===== src/hdl/scd_pkg.sv =====
// Constants and types shared by the start-up delay and clock divider
package scd_pkg;

  localparam int         CLK_KHZ       = 20000;
  localparam int         SYNC_STAGES   = 2;
  localparam int         CNT_W         = 21;

  localparam logic [3:0] ADR_DIV       = 4'h0;
  localparam logic [3:0] ADR_CSEL      = 4'h4;
  localparam logic [3:0] ADR_STAT      = 4'h8;

  localparam int         DIV_CE_POS    = 7;
  localparam logic [7:0] DIV_UNLOCK    = 8'h80;
  localparam logic [3:0] DIV_RST_PLAIN = 4'h0;
  localparam logic [3:0] DIV_RST_DIV8  = 4'h3;
  localparam logic [3:0] DIV_MAX_CODE  = 4'h8;
  localparam logic [2:0] CE_WINDOW     = 3'h4;

  localparam int         CSEL_SRC_POS  = 0;
  localparam int         CSEL_SUT_POS  = 1;
  localparam int         CSEL_LF_POS   = 3;
  localparam int         CSEL_USE_POS  = 7;
  localparam int         STAT_ST_POS   = 0;
  localparam int         STAT_OSC_POS  = 3;
  localparam int         STAT_CE_POS   = 4;

  localparam int         RST_BASE_CYC  = 14;
  localparam int         WAKE_258_CYC  = 258;
  localparam int         WAKE_1K_CYC   = 1024;
  localparam int         WAKE_16K_CYC  = 16384;
  localparam int         WAKE_32K_CYC  = 32768;
  localparam int         DLY_SHORT_US  = 4100;
  localparam int         DLY_LONG_US   = 65000;
  localparam int         DLY_SHORT_CYC = DLY_SHORT_US * (CLK_KHZ / 1000);
  localparam int         DLY_LONG_CYC  = DLY_LONG_US * (CLK_KHZ / 1000);

  typedef enum logic [2:0] {
    ST_CAPTURE = 3'b000,
    ST_RST_DLY = 3'b001,
    ST_RUN     = 3'b010,
    ST_SLEEP   = 3'b011,
    ST_WAKE    = 3'b100
  } scd_state_type;

  typedef struct packed {
    logic       lf;
    logic [1:0] sut;
    logic       src;
  } scd_cfg_type;

  typedef struct packed {
    logic       source_select_fuse_bit0;
    logic [1:0] startup_time_fuses;
    logic       lf_crystal_fuse;
    logic       reset_pin_disable_fuse;
    logic       divide_by_eight_fuse;
  } scd_fuse_type;

  typedef struct packed {
    logic        cyc;
    logic        stb;
    logic        we;
    logic [3:0]  adr;
    logic [3:0]  sel;
    logic [31:0] dat;
  } scd_wb_req_type;

  typedef struct packed {
    logic        ack;
    logic [31:0] dat;
  } scd_wb_rsp_type;

endpackage


===== src/hdl/scd_sync.sv =====
// Two-stage synchroniser for a group of slow or asynchronous inputs
module scd_sync #(
  parameter int WIDTH = 1
) (
  input  wire logic             clk_i,
  input  wire logic             rst_i,
  input  wire logic             ce_i,
  input  wire logic [WIDTH-1:0] d_i,
  output logic      [WIDTH-1:0] q_o
);

  typedef struct packed {
    logic [WIDTH-1:0] meta;
    logic [WIDTH-1:0] sync;
  } scd_sync_regs_type;

  scd_sync_regs_type r_ff;
  scd_sync_regs_type nxt_r;

  always_comb begin
    nxt_r      = r_ff;
    nxt_r.meta = d_i;
    nxt_r.sync = r_ff.meta;
  end

  always_ff @(posedge clk_i) begin
    if (rst_i) begin
      r_ff <= '0;
    end else if (ce_i) begin
      r_ff <= nxt_r;
    end
  end

  assign q_o = r_ff.sync;

endmodule


===== src/hdl/scd_top.sv =====
// Start-up delay sequencer and system clock divider with Wishbone registers
// Contract
// [RULE1] Crystal wake delay: 258, 1024 or 16384 cycles
// [RULE2] Reset adds 14 cycles plus 0/4.1/65 ms
// [RULE3] Delay-free codes only without reset-pin disable
// [RULE4] Low-frequency crystal: 1024/32768 cycles, 4.1/65 ms
// [RULE5] 32 kHz oscillator for timer when allowed
// [RULE6] Change enable set only with others zero
// [RULE7] Change enable clears after four cycles or load
// [RULE8] Rewrite inside window changes nothing
// [RULE9] Divider bits 6:4 read zero
// [RULE10] Divider field sets system clock ratio
// [RULE11] Software unlocks then writes divider within four
// [RULE12] Software masks interrupts during divider change
// [RULE13] Divider resets to 0000 or 0011 by fuse
// [RULE14] Any divider value accepted after unlock
// [RULE15] Codes 0-8 divide by 1 to 256
// [RULE16] System clock gated until delays elapse
//
// Decided for this implementation: register access over Wishbone and the placing of the registers.
module scd_top #(
  parameter int WAKE_16K = scd_pkg::WAKE_16K_CYC,
  parameter int WAKE_32K = scd_pkg::WAKE_32K_CYC,
  parameter int DLY_SHORT = scd_pkg::DLY_SHORT_CYC,
  parameter int DLY_LONG = scd_pkg::DLY_LONG_CYC
) (
  input  wire logic                    clk_i,
  input  wire logic                    rst_i,
  input  wire logic                    ce_i,
  input  wire scd_pkg::scd_wb_req_type wb_i,
  output scd_pkg::scd_wb_rsp_type      wb_o,
  input  wire scd_pkg::scd_fuse_type   fuse_i,
  input  wire logic                    wake_i,
  input  wire logic                    ext_clk_en_i,
  input  wire logic                    sleep_req_i,
  input  wire logic                    async_timer_req_i,
  output logic                         sys_clk_en_o,
  output logic                         osc32k_en_o,
  output logic                         running_o
);
  import scd_pkg::*;

  typedef struct packed {
    scd_state_type    st;
    logic [CNT_W-1:0] cnt;
    logic [3:0]       dsel;
    logic             ce;
    logic [2:0]       win;
    logic             use_reg;
    scd_cfg_type      csel;
    logic [7:0]       presc;
    logic             tick;
    logic             osc;
    logic             ack;
    logic [7:0]       rdat;
  } scd_regs_type;

  localparam scd_regs_type REGS_RST = '{
    st: ST_CAPTURE, cnt: CNT_W'(SYNC_STAGES), dsel: DIV_RST_PLAIN,
    ce: 1'b0, win: 3'h0, use_reg: 1'b0, csel: '0, presc: 8'h00,
    tick: 1'b0, osc: 1'b0, ack: 1'b0, rdat: 8'h00};

  scd_regs_type     r_ff;
  scd_regs_type     nxt_r;
  scd_fuse_type     fuse_s;
  logic             wake_s;
  logic             ext_en_s;
  scd_cfg_type      cfg_c;
  logic             req_c;
  logic             wr_c;
  logic             wr_div_c;
  logic [7:0]       wdat_c;
  logic [7:0]       rmux_c;
  logic [7:0]       mask_c;
  logic             tick_c;
  logic             hf_run_c;
  logic [CNT_W-1:0] wake_cyc_c;
  logic [CNT_W-1:0] rst_cyc_c;

  scd_sync #(
    .WIDTH($bits(scd_fuse_type) + 2)
  ) u_sync (
    .clk_i(clk_i),
    .rst_i(rst_i),
    .ce_i (ce_i),
    .d_i  ({fuse_i, wake_i, ext_clk_en_i}),
    .q_o  ({fuse_s, wake_s, ext_en_s})
  );

  // Wake-up delay from power-down or power-save, in oscillator cycles
  function automatic logic [CNT_W-1:0] wake_cycles(scd_cfg_type c);
    logic [CNT_W-1:0] v;
    v = CNT_W'(WAKE_1K_CYC);
    if (c.lf) begin
      if (c.sut[1]) begin
        v = CNT_W'(WAKE_32K); // RULE4
      end
    end else begin
      case ({c.src, c.sut})
        3'b000, 3'b001: v = CNT_W'(WAKE_258_CYC); // RULE1
        3'b010, 3'b011, 3'b100: v = CNT_W'(WAKE_1K_CYC); // RULE1
        default: v = CNT_W'(WAKE_16K); // RULE1
      endcase
    end
    return v;
  endfunction

  // Delay added after a reset, base cycles included
  function automatic logic [CNT_W-1:0] rst_cycles(scd_cfg_type c,
                                                  logic rst_dis);
    logic [CNT_W-1:0] v;
    v = CNT_W'(RST_BASE_CYC + DLY_LONG);
    if (c.lf) begin
      if (c.sut == 2'b00) begin
        v = CNT_W'(RST_BASE_CYC + DLY_SHORT); // RULE4
      end
    end else begin
      case ({c.src, c.sut})
        3'b000, 3'b011, 3'b110: v = CNT_W'(RST_BASE_CYC + DLY_SHORT); // RULE2
        3'b010, 3'b101: begin
          if (rst_dis) begin
            v = CNT_W'(RST_BASE_CYC + DLY_SHORT); // RULE3
          end else begin
            v = CNT_W'(RST_BASE_CYC); // RULE2
          end
        end
        default: v = CNT_W'(RST_BASE_CYC + DLY_LONG); // RULE2
      endcase
    end
    return v;
  endfunction

  always_comb begin
    cfg_c.lf  = fuse_s.lf_crystal_fuse;
    cfg_c.sut = fuse_s.startup_time_fuses;
    cfg_c.src = fuse_s.source_select_fuse_bit0;
    if (r_ff.use_reg) begin
      cfg_c = r_ff.csel;
    end
  end

  assign wake_cyc_c = wake_cycles(cfg_c);
  assign rst_cyc_c  = rst_cycles(cfg_c, fuse_s.reset_pin_disable_fuse);

  // Writes commit on the edge that sees ack high, while the master
  // still holds address, data and strobe unchanged
  assign req_c    = wb_i.cyc & wb_i.stb;
  assign wr_c     = req_c & r_ff.ack & wb_i.we & wb_i.sel[0];
  assign wr_div_c = wr_c & (wb_i.adr == ADR_DIV);
  assign wdat_c   = wb_i.dat[7:0];

  // Reserved divider codes divide like the largest valid code
  assign mask_c = (r_ff.dsel > DIV_MAX_CODE) ? 8'hFF :
                  8'((9'h001 << r_ff.dsel) - 9'h001); // RULE15
  assign tick_c = (r_ff.presc | ~mask_c) == 8'hFF; // RULE10

  // The high-frequency source counts as running outside sleep
  assign hf_run_c = ~cfg_c.lf & (r_ff.st != ST_SLEEP);

  always_comb begin
    rmux_c = 8'h00;
    case (wb_i.adr)
      ADR_DIV:  rmux_c = {r_ff.ce, 3'b000, r_ff.dsel}; // RULE9
      ADR_CSEL: begin
        rmux_c[CSEL_USE_POS] = r_ff.use_reg;
        rmux_c[CSEL_LF_POS]  = r_ff.csel.lf;
        rmux_c[CSEL_SUT_POS +: 2] = r_ff.csel.sut;
        rmux_c[CSEL_SRC_POS] = r_ff.csel.src;
      end
      ADR_STAT: begin
        rmux_c[STAT_ST_POS +: 3] = r_ff.st;
        rmux_c[STAT_OSC_POS] = r_ff.osc;
        rmux_c[STAT_CE_POS]  = r_ff.ce;
      end
      default:  rmux_c = 8'h00;
    endcase
  end

  always_comb begin
    nxt_r       = r_ff;
    nxt_r.ack   = req_c & ~r_ff.ack;
    nxt_r.tick  = 1'b0;
    nxt_r.presc = 8'(r_ff.presc + 8'h01);
    nxt_r.osc   = async_timer_req_i & (~hf_run_c | ~ext_en_s); // RULE5
    if (req_c & ~r_ff.ack) begin
      nxt_r.rdat = rmux_c;
    end
    if (r_ff.ce) begin
      if (r_ff.win == 3'h1) begin
        nxt_r.ce = 1'b0; // RULE7
      end else begin
        nxt_r.win = 3'(r_ff.win - 3'h1);
      end
    end
    if (wr_div_c) begin
      if (!r_ff.ce) begin
        if (wdat_c == DIV_UNLOCK) begin
          nxt_r.ce  = 1'b1; // RULE6
          nxt_r.win = CE_WINDOW;
        end
      end else if (!wdat_c[DIV_CE_POS]) begin
        nxt_r.dsel  = wdat_c[3:0]; // RULE14
        nxt_r.ce    = 1'b0; // RULE7
        nxt_r.presc = 8'h00;
      end
    end
    if (wr_c & (wb_i.adr == ADR_CSEL)) begin
      nxt_r.use_reg  = wdat_c[CSEL_USE_POS];
      nxt_r.csel.lf  = wdat_c[CSEL_LF_POS];
      nxt_r.csel.sut = wdat_c[CSEL_SUT_POS +: 2];
      nxt_r.csel.src = wdat_c[CSEL_SRC_POS];
    end
    case (r_ff.st)
      ST_CAPTURE: begin
        if (r_ff.cnt == '0) begin
          nxt_r.dsel = fuse_s.divide_by_eight_fuse ? DIV_RST_DIV8 :
                       DIV_RST_PLAIN; // RULE13
          nxt_r.st   = ST_RST_DLY;
          nxt_r.cnt  = CNT_W'(rst_cyc_c - 1'b1); // RULE2
        end else begin
          nxt_r.cnt = CNT_W'(r_ff.cnt - 1'b1);
        end
      end
      ST_RST_DLY, ST_WAKE: begin
        if (r_ff.cnt == '0) begin
          nxt_r.st    = ST_RUN; // RULE16
          nxt_r.presc = 8'h00;
        end else begin
          nxt_r.cnt = CNT_W'(r_ff.cnt - 1'b1);
        end
      end
      ST_RUN: begin
        nxt_r.tick = tick_c; // RULE10
        if (sleep_req_i) begin
          nxt_r.st   = ST_SLEEP;
          nxt_r.tick = 1'b0;
        end
      end
      ST_SLEEP: begin
        if (wake_s) begin
          nxt_r.st  = ST_WAKE;
          nxt_r.cnt = CNT_W'(wake_cyc_c - 1'b1); // RULE1
        end
      end
      default: nxt_r.st = ST_CAPTURE;
    endcase
  end

  always_ff @(posedge clk_i) begin
    if (rst_i) begin
      r_ff <= REGS_RST;
    end else if (ce_i) begin
      r_ff <= nxt_r;
    end
  end

  assign wb_o.ack     = r_ff.ack;
  assign wb_o.dat     = {24'h000000, r_ff.rdat};
  assign sys_clk_en_o = r_ff.tick;
  assign osc32k_en_o  = r_ff.osc;
  assign running_o    = (r_ff.st == ST_RUN);
endmodule


===== config.mk =====
export PLATFORM = sky130hd
export DESIGN_NAME = scd_top
export DESIGN_NICKNAME = d
export VERILOG_FILES = /design/src/hdl/scd_pkg.sv /design/src/hdl/scd_sync.sv /design/src/hdl/scd_top.sv
export SDC_FILE = /design/constraint.sdc
export NUM_CORES = 1
export LEC_CHECK = 0
export BUFFER_PORTS_ARGS = -buffer_cell sky130_fd_sc_hd__buf_2
export CELL_PAD_IN_SITES_DETAIL_PLACEMENT = 0
export CELL_PAD_IN_SITES_GLOBAL_PLACEMENT = 1
export CORE_UTILIZATION = 40
export DETAILED_ROUTE_END_ITERATION = 10
export MAX_ROUTING_LAYER = met4
export PLACE_DENSITY = 0.88
export SYNTH_ARGS = -nofsm -noshare
export SYNTH_HDL_FRONTEND = slang
export SYNTH_HIERARCHICAL = 1
export SYNTH_SLANG_ARGS = --single-unit

===== constraint.sdc =====
create_clock -name clk_i -period 6.7 [get_ports clk_i]
set_input_delay 0 -clock clk_i [delete_from_list [all_inputs] [get_ports clk_i]]
set_output_delay 0 -clock clk_i [all_outputs]
set_load 0.01 [all_outputs]

==> impl_metrics.json <==
{
  "clock-root-buffer": "clkbuf_8",
  "endpoint_kind": "flip-flop",
  "post_cts.repair.setup_buffers": 0,
  "grt_pass1_wl_mm": 16.96,
  "internal_power_mw": 0.6773,
  "synth_seq_area_share_pct": 33.34,
  "clkPwrFrac_pct": 37.1,
  "ys_ff_latch": 70,
  "rsz0062_at_grt": "false",
  "final_common_cell": "nor2_1",
  "finalCritPeriodShare_pct": 43.72,
  "core_area_um2": 10280,
  "synth_top_area_cell": "dfxtp_1",
  "crit_family": "simple AND/OR/NAND/NOR gates",
  "utilization_pct": 45.43,
  "drtPass1Iterations": 5,
  "die_h_um": 104.5,
  "setup.worst_path.start_class": "flip-flop",
  "status": "finished, final reports clean",
  "crit_path_max_incr_delay_ns": 0.65,
  "synth-edff-count": 0,
  "p_seq_share_pct": 46.8,
  "netlist_top_cells_area": "dfxtp_1 33%, mux2i_1 7.1%, nor2_1 7.0%",
  "slew_violations": 0,
  "max_freq_mhz": 341.4,
  "wirelength_mm": 10.20,
  "crit_chain": "inv_1, ha_1, nor4b_1, nand4b_1, nor4b_1, o21ai_0, a22oi_1, o21ai_0",
  "ios": 92,
  "setup_slack_ns": 3.771,
  "row_count": 37,
  "grtUsageTotal_pct": 19.77,
  "drtIter0Drc": 292,
  "p_comb_share_pct": 16.1,
  "ctsResizeCount": 0,
  "ir_drop_mv": 0.1401,
  "diodes": 0,
  "fin_nets": 625,
  "netlist.area_leader.share_pct": 33.34,
  "route.vias.total": 3937,
  "cts.sinks": 70,
  "crit_fanout": 5,
  "power_density_nw_per_um2": 206.0,
  "syn-cell-area_um2": 4203,
  "start_util_pct": 40.89,
  "tightest_slew_ns": 1.094,
  "cts_tree": "done",
  "portBuffers": 38,
  "dpl.hpwl_mm": 6.917,
  "switching_share_pct": 29.60,
  "grt_max_degree": 65,
  "drv_cap": 0,
  "critPathBufInv": 1,
  "relSlewSlack_pct": 25.16,
  "area_growth_pct": 11.10,
  "fin_skew_ns": 0.01303,
  "power.leakage_nw": 1.813,
  "worstPathRequired_ns": 6.92,
  "synth_top_flop_cell": "dfxtp_1",
  "syn_area_per_cell_um2": 7.960,
  "drc": 0,
  "multi_input_area_um2": 2479,
  "seq_area_um2": 1401,
  "min_period_ns": 2.929,
  "antenna_found_initial": 0,
  "setup_viol_count_final": 0,
  "num-fill-cells": 1025,
  "grt_pass1_vias": 3532,
  "clk_latency_ns": 0.37,
  "cts_max_level": 3,
  "grt_remaining_overflow": 0,
  "hold_path.class": "input pin to flip-flop",
  "power_switching_mw": 0.2847,
  "crit_type": "flip-flop to flip-flop",
  "netlist-cell-type-count": 59,
  "setup-tns-final_ns": 0,
  "syn_inst": 528,
  "arrival_ns": 3.15,
  "viasPerCell": 5.600,
  "place_ws_ns": 3.822,
  "finalPower_mw": 0.9621,
  "drive_gt1_share_pct": 11.99,
  "cp_slowest_cell": "nor4b_1",
  "numCtsBuffers": 9,
  "yosysWarnings": 6,
  "clkTransAtPathRegs_ns": 0.08,
  "mostFrequentLayoutCells": "78 x nor2_1, 70 x dfxtp_1, 38 x buf_2, 34 x o21ai_0",
  "ant_nets": 0,
  "ys_async_sr_fraction_pct": 0,
  "wl_per_cell_um": 14.51,
  "gp_congestion": 0.8974,
  "die_w_um": 104.5,
  "hold_viol": 0,
  "cts_buffer_depth": 2,
  "hold_buffers": 16,
  "die_area_um2": 10920
}
## metrics by stage
step	area, um^2	hold slack (ns)	std cells
3_3_place_gp	4304	0.2348	671
2_1_floorplan	4297	0.1439	553
5_1_grt	4669	0.05161	703
6_report	4669	0.05060	703
4_1_cts	4669	0.01237	703
3_5_place_dp	4304	0.2474	671
## worst reg2reg max path, cell delays in order (launching register included)
cell and delay [ns]:
dfxtp_1 0.35, inv_1 0.07, ha_1 0.22, nor4b_1 0.65
nand4b_1 0.33, nor4b_1 0.55, o21ai_0 0.28, a22oi_1 0.25
o21ai_0 0.10
## power groups by stage
| stage | Clock, mW | Combinational, mW | Sequential (mW) |
|---|---|---|---|
| 2_1_floorplan | 0 | 0.126 | 0.454 |
| 3_3_place_gp | 0 | 0.142 | 0.459 |
| 3_5_place_dp | 0 | 0.145 | 0.460 |
| 4_1_cts | 0.366 | 0.153 | 0.450 |
| 5_1_grt | 0.381 | 0.172 | 0.453 |
| 6_report | 0.357 | 0.155 | 0.451 |
## logic make-up (layout without fill, tap and decap cells)
family | Yosys count | after routing | synth area share (%)
AO/OA/AOI/OAI | 128 | 128 | 19.44
XOR/XNOR | 13 | 13 | 2.709
adder cells (fa/ha/maj) | 7 | 7 | 2.084
buffers and inverters | 70 | 84 | 9.913
flip-flops | 70 | 70 | 33.34
multiplexers | 34 | 34 | 8.217
other | 1 | 26 | 0.08923
AND/OR/NAND/NOR | 205 | 205 | 24.20
## flip-flops by register name, indices dropped and copies added (netlist names)
| register | count |
|---|---|
| u_sync/q_o | 8 |
| sys_clk_en_o | 1 |
| r_ff | 45 |
| u_sync/nxt_r | 8 |
| wb_o | 7 |
| osc32k_en_o | 1 |
## synthesized netlist by cell type (all sizes together) (5+ instances only)
library cell and number:
nor2 78, a221oi 5, a211oi 7, nand2b 5
nand3 17, o21bai 5, a22oi 11, a21oi 31
xnor2 8, dfxtp 70, nor3 31, clkbuf 18
xor2 5, o21ai 36, nand4 5, mux2i 30
nor4 7, a31oi 8, nand2 31, ha 7
buf 41, inv 10
## final timing paths
path,from,to,slack (ns),cells past startpoint
max,r_ff[32],r_ff[29],3.77,8
min,wb_i[39],wb_o[4],0.05,3
max reg2reg,r_ff[32],r_ff[29],3.77,8
min reg2reg,wb_o[7],wb_o[7],0.50,2
## area by class of cell
cell class / count / share of cell area, %
multi-input cells: 413 / 53.08
well taps: 136 / 3.644
clock buffers: 10 / 2.947
clock inverters: 6 / 1.447
inverters: 11 / 0.8842
repair buffers: 57 / 7.985
flip-flops and latches: 70 / 30.01
## layer usage
layer / GRT usage, % / part of all wire (%) / vias up
li1: - / - / 1929
met1: 25.69 / 47 / 1874
met2: 29.61 / 46 / 118
met3: 3.759 / 4.6 / 16
met4: 8.980 / 2.0 / 0
met5: - / 0 / -
(Power assumes the default switching activity.)
